### src/rhpsb_pkg.sv
// Package for the root hub port state bits block
package rhpsb_pkg;
    // ==========================================
    // Write-command bit positions in the port word
    localparam int unsigned RHPSB_BIT_DISABLE = 0;
    localparam int unsigned RHPSB_BIT_ENABLE = 1;
    localparam int unsigned RHPSB_BIT_SUSPEND = 2;
    localparam int unsigned RHPSB_CMD_W = 3;
    // ==========================================
    // Reset values
    localparam logic RHPSB_RST_ENABLED = 1'b0;
    localparam logic RHPSB_RST_SUSPENDED = 1'b0;
    localparam logic RHPSB_RST_ATTACH = 1'b0;

    // Suspend sub-state of the port
    typedef enum logic [1:0] {
        RHPSB_ACTIVE,
        RHPSB_SUSPENDED,
        RHPSB_RESUMING
    } rhpsb_susp_t;
endpackage : rhpsb_pkg

### src/rhpsb_if.sv
// Interface carrying decoded port events from the event decoder to the port core
`timescale 1ns/1ps
`default_nettype none
interface rhpsb_if;
    logic set_enable;
    logic clr_enable;
    logic set_suspend;
    logic hw_disable;
    logic attach;
    logic attach_change_pulse;
    modport src (output set_enable, output clr_enable, output set_suspend, output hw_disable,
                 output attach, output attach_change_pulse);
    modport dst (input set_enable, input clr_enable, input set_suspend, input hw_disable,
                 input attach, input attach_change_pulse);
endinterface : rhpsb_if
`default_nettype wire

### src/rhpsb_cmd_decode.sv
// Command and event decoder for the port state bits
`timescale 1ns/1ps
`default_nettype none
module rhpsb_cmd_decode
    import rhpsb_pkg::*;
(
    input wire logic wr_strobe,
    input wire logic [rhpsb_pkg::RHPSB_CMD_W-1:0] wr_data,
    input wire logic line_connected,
    input wire logic fixed_device,
    input wire logic overcurrent,
    input wire logic power_off,
    input wire logic babble,
    input wire logic enabled_now,
    rhpsb_if.src ev
);
    logic attach_live;
    logic want_suspend;
    logic want_enable;

    // ==========================================
    // Attach and command qualification
    assign attach_live = line_connected | fixed_device;
    assign want_suspend = wr_strobe & wr_data[RHPSB_BIT_SUSPEND];
    assign want_enable = wr_strobe & wr_data[RHPSB_BIT_ENABLE];
    assign ev.attach = attach_live;
    // Suspend and enable commands to a detached port only flag the attach change
    assign ev.set_suspend = want_suspend & attach_live;
    assign ev.set_enable = want_enable & attach_live;
    assign ev.attach_change_pulse = (want_suspend | want_enable) & ~attach_live;
    assign ev.clr_enable = wr_strobe & wr_data[RHPSB_BIT_DISABLE];
    // Hardware disable causes, counted only while enabled so change flag is honest
    assign ev.hw_disable = enabled_now & (overcurrent | power_off | babble | ~attach_live);
endmodule : rhpsb_cmd_decode
`default_nettype wire

### src/rhpsb_port.sv
// Top of the root hub port state bits: suspend, enable and attach flags
`timescale 1ns/1ps
`default_nettype none
// Function
// Write one suspends an attached port
// Suspend while detached sets attach change
// Suspended flag high while suspended or resuming
// Hardware may disable on fault or detach
// Hardware disable also sets enable change
// Enabled never set while detached
// Reset completion sets enabled flag
// Write one enables; zero ignored
// Enable while detached sets attach change
// Attach flag follows live connection
// Write one at bit zero disables
// Writes never change attach flag
// Fixed device always reads attached
// Suspend clears at resume end, reset, controller resume
// Reset clears flags, attach from line
module rhpsb_port
    import rhpsb_pkg::*;
(
    input wire logic mclk,
    input wire logic rst_b,
    input wire logic wr_strobe,
    input wire logic [rhpsb_pkg::RHPSB_CMD_W-1:0] wr_data,
    input wire logic line_connected,
    input wire logic fixed_device,
    input wire logic overcurrent,
    input wire logic power_off,
    input wire logic babble,
    input wire logic resume_start,
    input wire logic resume_done,
    input wire logic port_reset_done,
    input wire logic hc_resume_state,
    output logic port_suspended_flag,
    output logic port_enabled_flag,
    output logic attach_flag,
    output logic attach_change_flag,
    output logic enable_change_flag,
    output logic reset_done_change_flag,
    output logic suspend_change_flag
);
    // Whole port state as one word: one comb fills it, one flop holds it
    typedef struct packed {
        rhpsb_susp_t susp;
        logic suspended;
        logic enabled;
        logic attach;
        logic attach_chg;
        logic enable_chg;
        logic reset_chg;
        logic suspend_chg;
    } rhpsb_state_t;

    // ==========================================
    // Next-state helpers
    // Suspended or resuming both read as suspended
    function automatic logic rhpsb_is_suspended(input rhpsb_susp_t s);
        return (s != RHPSB_ACTIVE);
    endfunction : rhpsb_is_suspended

    // State loaded while reset is held; attach still follows the line
    function automatic rhpsb_state_t rhpsb_reset_state(input logic attach_now);
        rhpsb_state_t s;
        s.susp = RHPSB_ACTIVE;
        s.suspended = RHPSB_RST_SUSPENDED;
        s.enabled = RHPSB_RST_ENABLED;
        s.attach = attach_now;
        s.attach_chg = 1'b0;
        s.enable_chg = 1'b0;
        s.reset_chg = 1'b0;
        s.suspend_chg = 1'b0;
        return s;
    endfunction : rhpsb_reset_state

    // Suspend sub-state step; a repeated suspend command while suspended is ignored
    function automatic rhpsb_susp_t rhpsb_susp_step(
        input rhpsb_susp_t cur,
        input logic go_suspend,
        input logic go_resume,
        input logic end_resume
    );
        rhpsb_susp_t nxt;
        nxt = cur;
        // Resume end only counts once the resume has actually begun
        case (cur)
            RHPSB_ACTIVE: begin
                if (go_suspend) begin
                    nxt = RHPSB_SUSPENDED;
                end
            end
            RHPSB_SUSPENDED: begin
                if (go_resume) begin
                    nxt = RHPSB_RESUMING;
                end
            end
            RHPSB_RESUMING: begin
                if (end_resume) begin
                    nxt = RHPSB_ACTIVE;
                end
            end
            default: begin
                nxt = RHPSB_ACTIVE;
            end
        endcase
        return nxt;
    endfunction : rhpsb_susp_step

    // Enable flag step; later terms win, so a hardware disable or a detach has the last word
    function automatic logic rhpsb_enable_step(
        input logic cur,
        input logic set_cmd,
        input logic clr_cmd,
        input logic reset_end,
        input logic attached,
        input logic hw_off
    );
        logic nxt;
        nxt = cur;
        if (set_cmd) begin
            nxt = 1'b1;
        end
        if (clr_cmd) begin
            nxt = 1'b0;
        end
        if (reset_end && attached) begin
            nxt = 1'b1;
        end
        if (hw_off || !attached) begin
            nxt = 1'b0;
        end
        return nxt;
    endfunction : rhpsb_enable_step

    // ==========================================
    // State word, next value and decoded events
    rhpsb_state_t st_r;
    rhpsb_state_t st_nxt;
    rhpsb_if ev ();

    // ==========================================
    // Event decode
    rhpsb_cmd_decode u_dec (
        .wr_strobe(wr_strobe),
        .wr_data(wr_data),
        .line_connected(line_connected),
        .fixed_device(fixed_device),
        .overcurrent(overcurrent),
        .power_off(power_off),
        .babble(babble),
        .enabled_now(st_r.enabled),
        .ev(ev.src)
    );

    // ==========================================
    // Next state; change flags are sticky here and only the reset state clears them
    always_comb begin
        st_nxt = st_r;
        // Attach follows the live line; writes have no path into it
        st_nxt.attach = ev.attach;
        if (ev.attach != st_r.attach || ev.attach_change_pulse) begin
            st_nxt.attach_chg = 1'b1;
        end

        // Enable: set and clear commands, hardware faults win over a set while the port is enabled
        st_nxt.enabled = rhpsb_enable_step(
            st_r.enabled,
            ev.set_enable,
            ev.clr_enable,
            port_reset_done,
            ev.attach,
            ev.hw_disable
        );
        if (ev.hw_disable) begin
            st_nxt.enable_chg = 1'b1;
        end
        if (port_reset_done) begin
            st_nxt.reset_chg = 1'b1;
        end

        // Suspend sub-state and its change flag at the end of resume
        st_nxt.susp = rhpsb_susp_step(
            st_r.susp,
            ev.set_suspend,
            resume_start,
            resume_done
        );
        if (st_r.susp == RHPSB_RESUMING && resume_done) begin
            st_nxt.suspend_chg = 1'b1;
        end

        // Reset end or controller resume state aborts suspend, no change flag
        if (port_reset_done || hc_resume_state) begin
            st_nxt.susp = RHPSB_ACTIVE;
        end
        // Decoded here so the suspended output leaves a flop, not a compare
        st_nxt.suspended = rhpsb_is_suspended(st_nxt.susp);

        // Reset last so it overrides every event of the same cycle
        if (!rst_b) begin
            st_nxt = rhpsb_reset_state(ev.attach);
        end
    end

    // ==========================================
    // State register
    // Single state register; reset handled synchronously in the next-state logic
    always_ff @(posedge mclk) begin
        st_r <= st_nxt;
    end

    // ==========================================
    // Outputs straight from the state flops
    assign port_suspended_flag = st_r.suspended;
    assign port_enabled_flag = st_r.enabled;
    assign attach_flag = st_r.attach;
    assign attach_change_flag = st_r.attach_chg;
    assign enable_change_flag = st_r.enable_chg;
    assign reset_done_change_flag = st_r.reset_chg;
    assign suspend_change_flag = st_r.suspend_chg;
endmodule : rhpsb_port
`default_nettype wire

### config.mk
export PLATFORM = sky130hd
export DESIGN_NAME = rhpsb_port
export DESIGN_NICKNAME = d
export VERILOG_FILES = /design/src/rhpsb_pkg.sv /design/src/rhpsb_if.sv /design/src/rhpsb_cmd_decode.sv /design/src/rhpsb_port.sv
export SDC_FILE = /design/constraint.sdc
export NUM_CORES = 1
export LEC_CHECK = 0
export BUFFER_PORTS_ARGS = -buffer_cell sky130_fd_sc_hd__buf_2
export CELL_PAD_IN_SITES_DETAIL_PLACEMENT = 2
export CELL_PAD_IN_SITES_GLOBAL_PLACEMENT = 2
export CORE_MARGIN = 4
export CORE_UTILIZATION = 20
export DETAILED_ROUTE_END_ITERATION = 8
export PLACE_DENSITY_LB_ADDON = 0.1
export REMOVE_ABC_BUFFERS = 1
export SLEW_MARGIN = 20
export SYNTH_ARGS = -nofsm -noshare
export SYNTH_HDL_FRONTEND = slang
export SYNTH_SLANG_ARGS = --single-unit
### constraint.sdc
create_clock -name mclk -period 1.2 [get_ports mclk]
set_input_delay 0.24 -clock mclk [delete_from_list [all_inputs] [get_ports mclk]]
set_output_delay 0.24 -clock mclk [all_outputs]
set_load 0.01 [all_outputs]
==> out/results.ini, run 1 <==
[pwr]
peakVddDrop_uv = 502
p_leak_nw = 0.235
powerDensity_nw_per_um2 = 1230

[grt]
antenna_found_initial = 0
grt_pass1_wl_um = 1790
grt_overflow = 0
grt_start_max_net_pins = 7
grt_pass1_vias = 426
track_usage_pct = 9.82

[floorplan]
top_level_ports = 22
core_sq_um = 1590
die_h_um = 50.2
die_w_um = 50.2
dieArea_sq_um = 2520
num_rows = 14
start_util_pct = 22.3

[drt]
vias_per_cell = 4.40
ant_nets = 0
drt_pass1_iterations = 2
vias = 383
drc = 0
drt-initial-drc-count = 8
drt-wirelength-per-cell_um = 11.8
drt-total-wl_um = 1030

[worst_setup_path]
worst-path-buf-inv = 1
crit_chain = buf_2
worstPathRequired_ns = 0.96
crit_path_max_incr_delay_ns = 0.35
slowest_stage = dfxtp_1
critPathKind = reg2out
critPathTopFamily = flip-flops
startpoint_type = flop
worst_ep_arrival_time_ns = 0.75
cp-end-kind = output pin
critPathMaxFanout = 3

[timing]
setup_viol = 0
worst_pin_slew_ns = 0.264
slew_headroom_pct = 82.3
whs_ns = 0.235
rsz0062_at_grt = no
fin_skew_ns = 0.00505
fin_crit_sh_pct = 82.9
max_freq_mhz = 1010
fin_tns_setup_ns = 0
post-route-min-period_ns = 0.994
slew_viol_final = 0
hold_violations = 0

[placed_design]
placed_cell_area_sq_um = 490
gp_congestion = 0.634
dp.cells = 83
dpl.hpwl_um = 865
io_buffers = 21

[synthesis]
syn_avg_cell_area_sq_um = 9.35
ys_types = 18
synthCells = 38
synth.area.top_cells = dfxtp_1 51%, a211oi_1 4.2%, o21a_1 4.2%, a31oi_1 3.5%, nand2b_1 3.5%
synth_seq_cells = 9
yosysTopAreaCell = dfxtp_1
yosys_warnings = 0
seq_area_frac_synth_pct = 50.7
synthesis.area_sq_um = 355
synth_top_area_share_pct = 50.7

[flow_run]
max_cap_viol_count = 0

[hold_path]
hold_path.class = in2reg

[layout]
finalInstanceArea_sq_um = 517
finalNonFillerCells = 87
multi_input_area_sq_um = 164
fill_cells = 201
nNetsFinal = 79
area.growth.synth_to_final_pct = 45.4
regArea_sq_um = 180
layout-drive-gt1-share_pct = 39.7
antenna_cells = 0

[clock_tree]
ctsResizeCount = 0
clock_latency_ns = 0.26
clock-root-buffer = clkbuf_4
ctsHoldBuffers = 0
cts_buffer_depth = 2
cts_tree = done
cts.sinks = 9
post_cts_buffers = 0
clkTransAtPathRegs_ns = 0.06
cts_max_level = 1
cts-buffers-inserted = 3

[status]
status = finished clean

[worst paths after layout]
path / from / depth (start not counted) / end / slack (ns)
worst max-delay path: port_enabled_flag$_SDFFE_PP0P_ / 1 / port_enabled_flag / 0.21
worst min-delay path: line_connected / 3 / attach_flag$_DFF_P_ / 0.24
worst max register to register: st_r[7]$_SDFF_PN0_ / 3 / st_r[7]$_SDFF_PN0_ / 0.42
worst min register to register: reset_done_change_flag$_SDFFE_PN0P_ / 1 / reset_done_change_flag$_SDFFE_PN0P_ / 0.46
[per-stage QoR]
| stage | utilization [%] | worst slack (ns) | total power, mW |
|---|---|---|---|
| final | 32.4 | 0.206 | 0.637 |
| after detailed placement | 30.8 | 0.123 | 0.416 |
| after floorplan | - | 0.256 | 0.365 |
| after global placement | 30.8 | 0.133 | 0.415 |
| after CTS | 32.4 | 0.188 | 0.653 |
| after global routing | 32.4 | 0.148 | 0.687 |
[layer usage]
layer / vias to the layer above / wire length [um] / global-route usage (%) / part of all wire, %
met5: - / 0 / 0 / 0
met4: 0 / 0 / 2.76 / 0
met3: 0 / 57 / 6.21 / 5.5
met2: 11 / 553 / 16.1 / 54
met1: 182 / 419 / 10.4 / 41
li1: 190 / - / - / -
[cell usage in the layout (no fill, tap or decap), drive strengths merged]
master / count
clkbuf: 4
o21bai: 1
inv: 3
a31oi: 2
o21ai: 2
o221ai: 1
o41a: 1
nand3: 1
nand3b: 1
a21oi: 2
dfxtp: 9
o211a: 1
nor2: 3
nand2b: 2
a211oi: 2
nand2: 3
buf: 21
o21a: 2
nor3: 1
nor2b: 1
[layout make-up]
| cell class | count | share of cell area, % |
|---|---|---|
| tap | 24 | 5.81 |
| multi-input combinational | 26 | 31.7 |
| inverter | 3 | 2.18 |
| sequential | 9 | 34.9 |
| timing repair buffer | 21 | 20.3 |
| clock buffer | 4 | 5.08 |
[where the power goes]
part           total [mW]  internal (mW)  switching [mW]  leakage, nW
Clock               0.230          0.128           0.102       0.0150
Combinational      0.0864         0.0431          0.0433        0.146
Sequential          0.321          0.313         0.00783       0.0739
Total               0.637          0.484           0.153        0.235
[cell families (layout without fill, tap and decap cells)]
| logic type | after synthesis | count (layout) | synth area share [%] |
|---|---|---|---|
| buffers and inverters | 3 | 28 | 3.17 |
| AOI/OAI and AO/OA | 14 | 14 | 28.2 |
| DFF | 9 | 9 | 50.7 |
| and+or+nand+nor | 12 | 12 | 18.0 |
[synth_stat cells]
master,n
o211a_1,1
nand3_1,1
nand3b_1,1
nand2_1,3
dfxtp_1,9
o41a_1,1
o221ai_1,1
a21oi_1,2
nor2b_1,1
nor3_2,1
a211oi_1,2
nand2b_1,2
inv_1,3
a31oi_1,2
o21bai_1,1
o21ai_0,2
nor2_1,3
o21a_1,2
[registers in the layout, indices dropped and copies added, names as in the netlist]
register                cells
port_suspended_flag         1
st_r                        2
suspend_change_flag         1
enable_change_flag          1
attach_flag                 1
port_enabled_flag           1
attach_change_flag          1
reset_done_change_flag      1
Power figures use the tool's default switching activity.
==> inputs of run 2 (changes only) <==
ABC_AREA = 1   (was not set)
CORE_UTILIZATION = 18   (was 20)
clock period = 0.9 ns   (was 1.2 ns; I/O delays follow)
==> run 2 against run 1 <==
  * Setup slack worse by 0.18 ns
  * Via count is 6.3% higher
  * First-iteration DRC count is 50% lower
  * Synthesized cell count is 32% higher
  * Critical endpoint unchanged
==> out/results.ini, run 2 <==
[status]
status = finished clean

[flow_run]
max_cap_viol_count = 0

[layout]
nNetsFinal = 93
finalNonFillerCells = 104
regArea_sq_um = 188
layout_common_cells = 15 x buf_2, 10 x inv_1, 7 x nand2_1
antenna_cells = 0
area.growth.synth_to_final_pct = 59.8
final_common_cell = buf_2
regMostFlops = st_r
largest_reg_flops = 2
layout-drive-gt1-share_pct = 54.5
fill_cells = 251
multi_input_area_sq_um = 165

[floorplan]
die_h_um = 54.1
num_rows = 16
core_sq_um = 1980
die_w_um = 54.1
dieArea_sq_um = 2930
top_level_ports = 22
start_util_pct = 19.3

[worst_setup_path]
slowest_stage = dfxtp_2
critPathMaxFanout = 2
critPathKind = reg2out
worst_ep_arrival_time_ns = 0.70
worstPathRequired_ns = 0.72
cp-end-kind = output pin
crit_chain = buf_6
startpoint_type = flop
worst-path-buf-inv = 1
crit_path_max_incr_delay_ns = 0.33
critPathTopFamily = flip-flops

[clock_tree]
cts_max_level = 1
cts-buffers-inserted = 3
clock_latency_ns = 0.25
clkTransAtPathRegs_ns = 0.06
clock-root-buffer = clkbuf_4
ctsHoldBuffers = 0
cts.sinks = 9
cts_tree = done
cts_buffer_depth = 2

[drt]
drc = 0
vias_per_cell = 3.91
vias = 407
drt-initial-drc-count = 4
drt-wirelength-per-cell_um = 11.0
ant_nets = 0
drt-total-wl_um = 1140
drt_pass1_iterations = 3

[synthesis]
synth_seq_cells = 9
yosysTopAreaCell = dfxtp_1
seq_area_frac_synth_pct = 47.1
yosysMostFrequentCell = inv_1
synth.area.top_cells = dfxtp_1 47%, inv_1 9.8%, a21oi_1 7.8%, nand2_1 6.9%, nand2_2 4.9%
synth_edf_count = 0
synthesis.area_sq_um = 383
synthCells = 50
syn_avg_cell_area_sq_um = 7.66
synth_common_cells = 10 x inv_1, 9 x dfxtp_1, 7 x nand2_1, 6 x a21oi_1, 4 x nor2_1
ys_types = 14
synth_top_area_share_pct = 47.1
synth-async-reset-ratio_pct = 0
yosys_warnings = 0
synthFlopType = dfxtp_1

[timing]
worst_pin_slew_ns = 0.202
slew_headroom_pct = 86.5
max_freq_mhz = 1140
fin_crit_sh_pct = 97.4
slew_viol_final = 0
hold_violations = 0
whs_ns = 0.160
rsz0062_at_grt = yes
setup_viol = 0
post-route-min-period_ns = 0.877
fin_skew_ns = 0.00307

[pwr]
p_switching_uw = 229
peakVddDrop_uv = 533
p_clk_share_pct = 34.0
combinationalPowerShare_pct = 18.1
p_leak_nw = 0.311
seqPwrFrac_pct = 47.9
p_int_uw = 676
switching_share_pct = 25.3
powerDensity_nw_per_um2 = 1480

[grt]
grt_pass1_vias = 448
grt_pass1_wl_um = 1960
antenna_found_initial = 0
track_usage_pct = 10.0
grt_overflow = 0
grt_start_max_net_pins = 7

[hold_path]
hold_path.class = in2reg

[placed_design]
dp.cells = 98
dpl.hpwl_um = 912
gp_congestion = 0.651
io_buffers = 21

==> run 2: cell count changes in the layout (fill, tap and decap cells not counted), moves of 3 or more <==
| cell | delta |
|---|---|
| dfxtp_2 | +6 |
| nand2_1 | +4 |
| buf_6 | +6 |
| inv_1 | +7 |
| nand2_2 | +3 |
| a21oi_1 | +3 |
| buf_2 | -6 |
| dfxtp_1 | -6 |
==> run 2: per-layer routing <==
layer	part of all wire, %	global-route usage, %	up-vias
met3	5.6	3.60	2
met2	50	15.5	11
met1	44	12.0	185
li1	-	-	209
met4	0.53	4.98	0
met5	0	0	-
==> run 2: worst paths after layout <==
kind / start / to / slack [ns] / depth (start not counted)
max: port_enabled_flag$_SDFFE_PP0P_ / port_enabled_flag / 0.02 / 1
min: fixed_device / attach_flag$_DFF_P_ / 0.16 / 3
max reg2reg: port_enabled_flag$_SDFFE_PP0P_ / port_enabled_flag$_SDFFE_PP0P_ / 0.03 / 5
min reg2reg: suspend_change_flag$_SDFFE_PN0P_ / suspend_change_flag$_SDFFE_PN0P_ / 0.46 / 2
==> run 2: power groups by stage <==
stage | logic, mW | registers (mW) | clock network, mW
2_1_floorplan | 0.0527 | 0.445 | 0
3_3_place_gp | 0.128 | 0.437 | 0
3_5_place_dp | 0.132 | 0.438 | 0
4_1_cts | 0.156 | 0.432 | 0.331
5_1_grt | 0.184 | 0.437 | 0.371
6_report | 0.164 | 0.434 | 0.308
==> run 2: layout make-up <==
| cell class | count | area share, % |
|---|---|---|
| tap | 27 | 5.52 |
| clock buffer | 4 | 4.29 |
| timing repair buffer | 23 | 25.8 |
| multi-input combinational | 30 | 27.0 |
| sequential | 9 | 30.7 |
| inverter | 11 | 6.75 |
==> run 2: kinds of logic (layout without fill, tap and decap cells) <==
group                  after synthesis  count (layout)  share of synthesized area [%]
buffers and inverters               11              38                           10.8
AO/OA/AOI/OAI                        8               8                           11.1
flip-flops                           9               9                           47.1
AND/OR/NAND/NOR                     22              22                           31.0
==> run 2: repair_timing <==
action,in CTS,in global routing
hold endpoints to repair,0,0
buffers inserted,2,0
setup endpoints to repair,5,8
pin swaps,0,2
resized for setup,8,5
==> run 2: metrics by stage <==
stage,worst slack (ns),setup TNS (ns),power (mW),utilization [%],area (sq um)
5_1_grt,-0.0221,-0.113,0.992,30.9,612
3_3_place_gp,0.0681,0,0.565,26.3,522
4_1_cts,0.000355,0,0.918,29.7,588
2_1_floorplan,0.155,0,0.498,-,383
3_5_place_dp,0.0634,0,0.569,26.3,522
6_report,0.0230,0,0.906,30.9,612
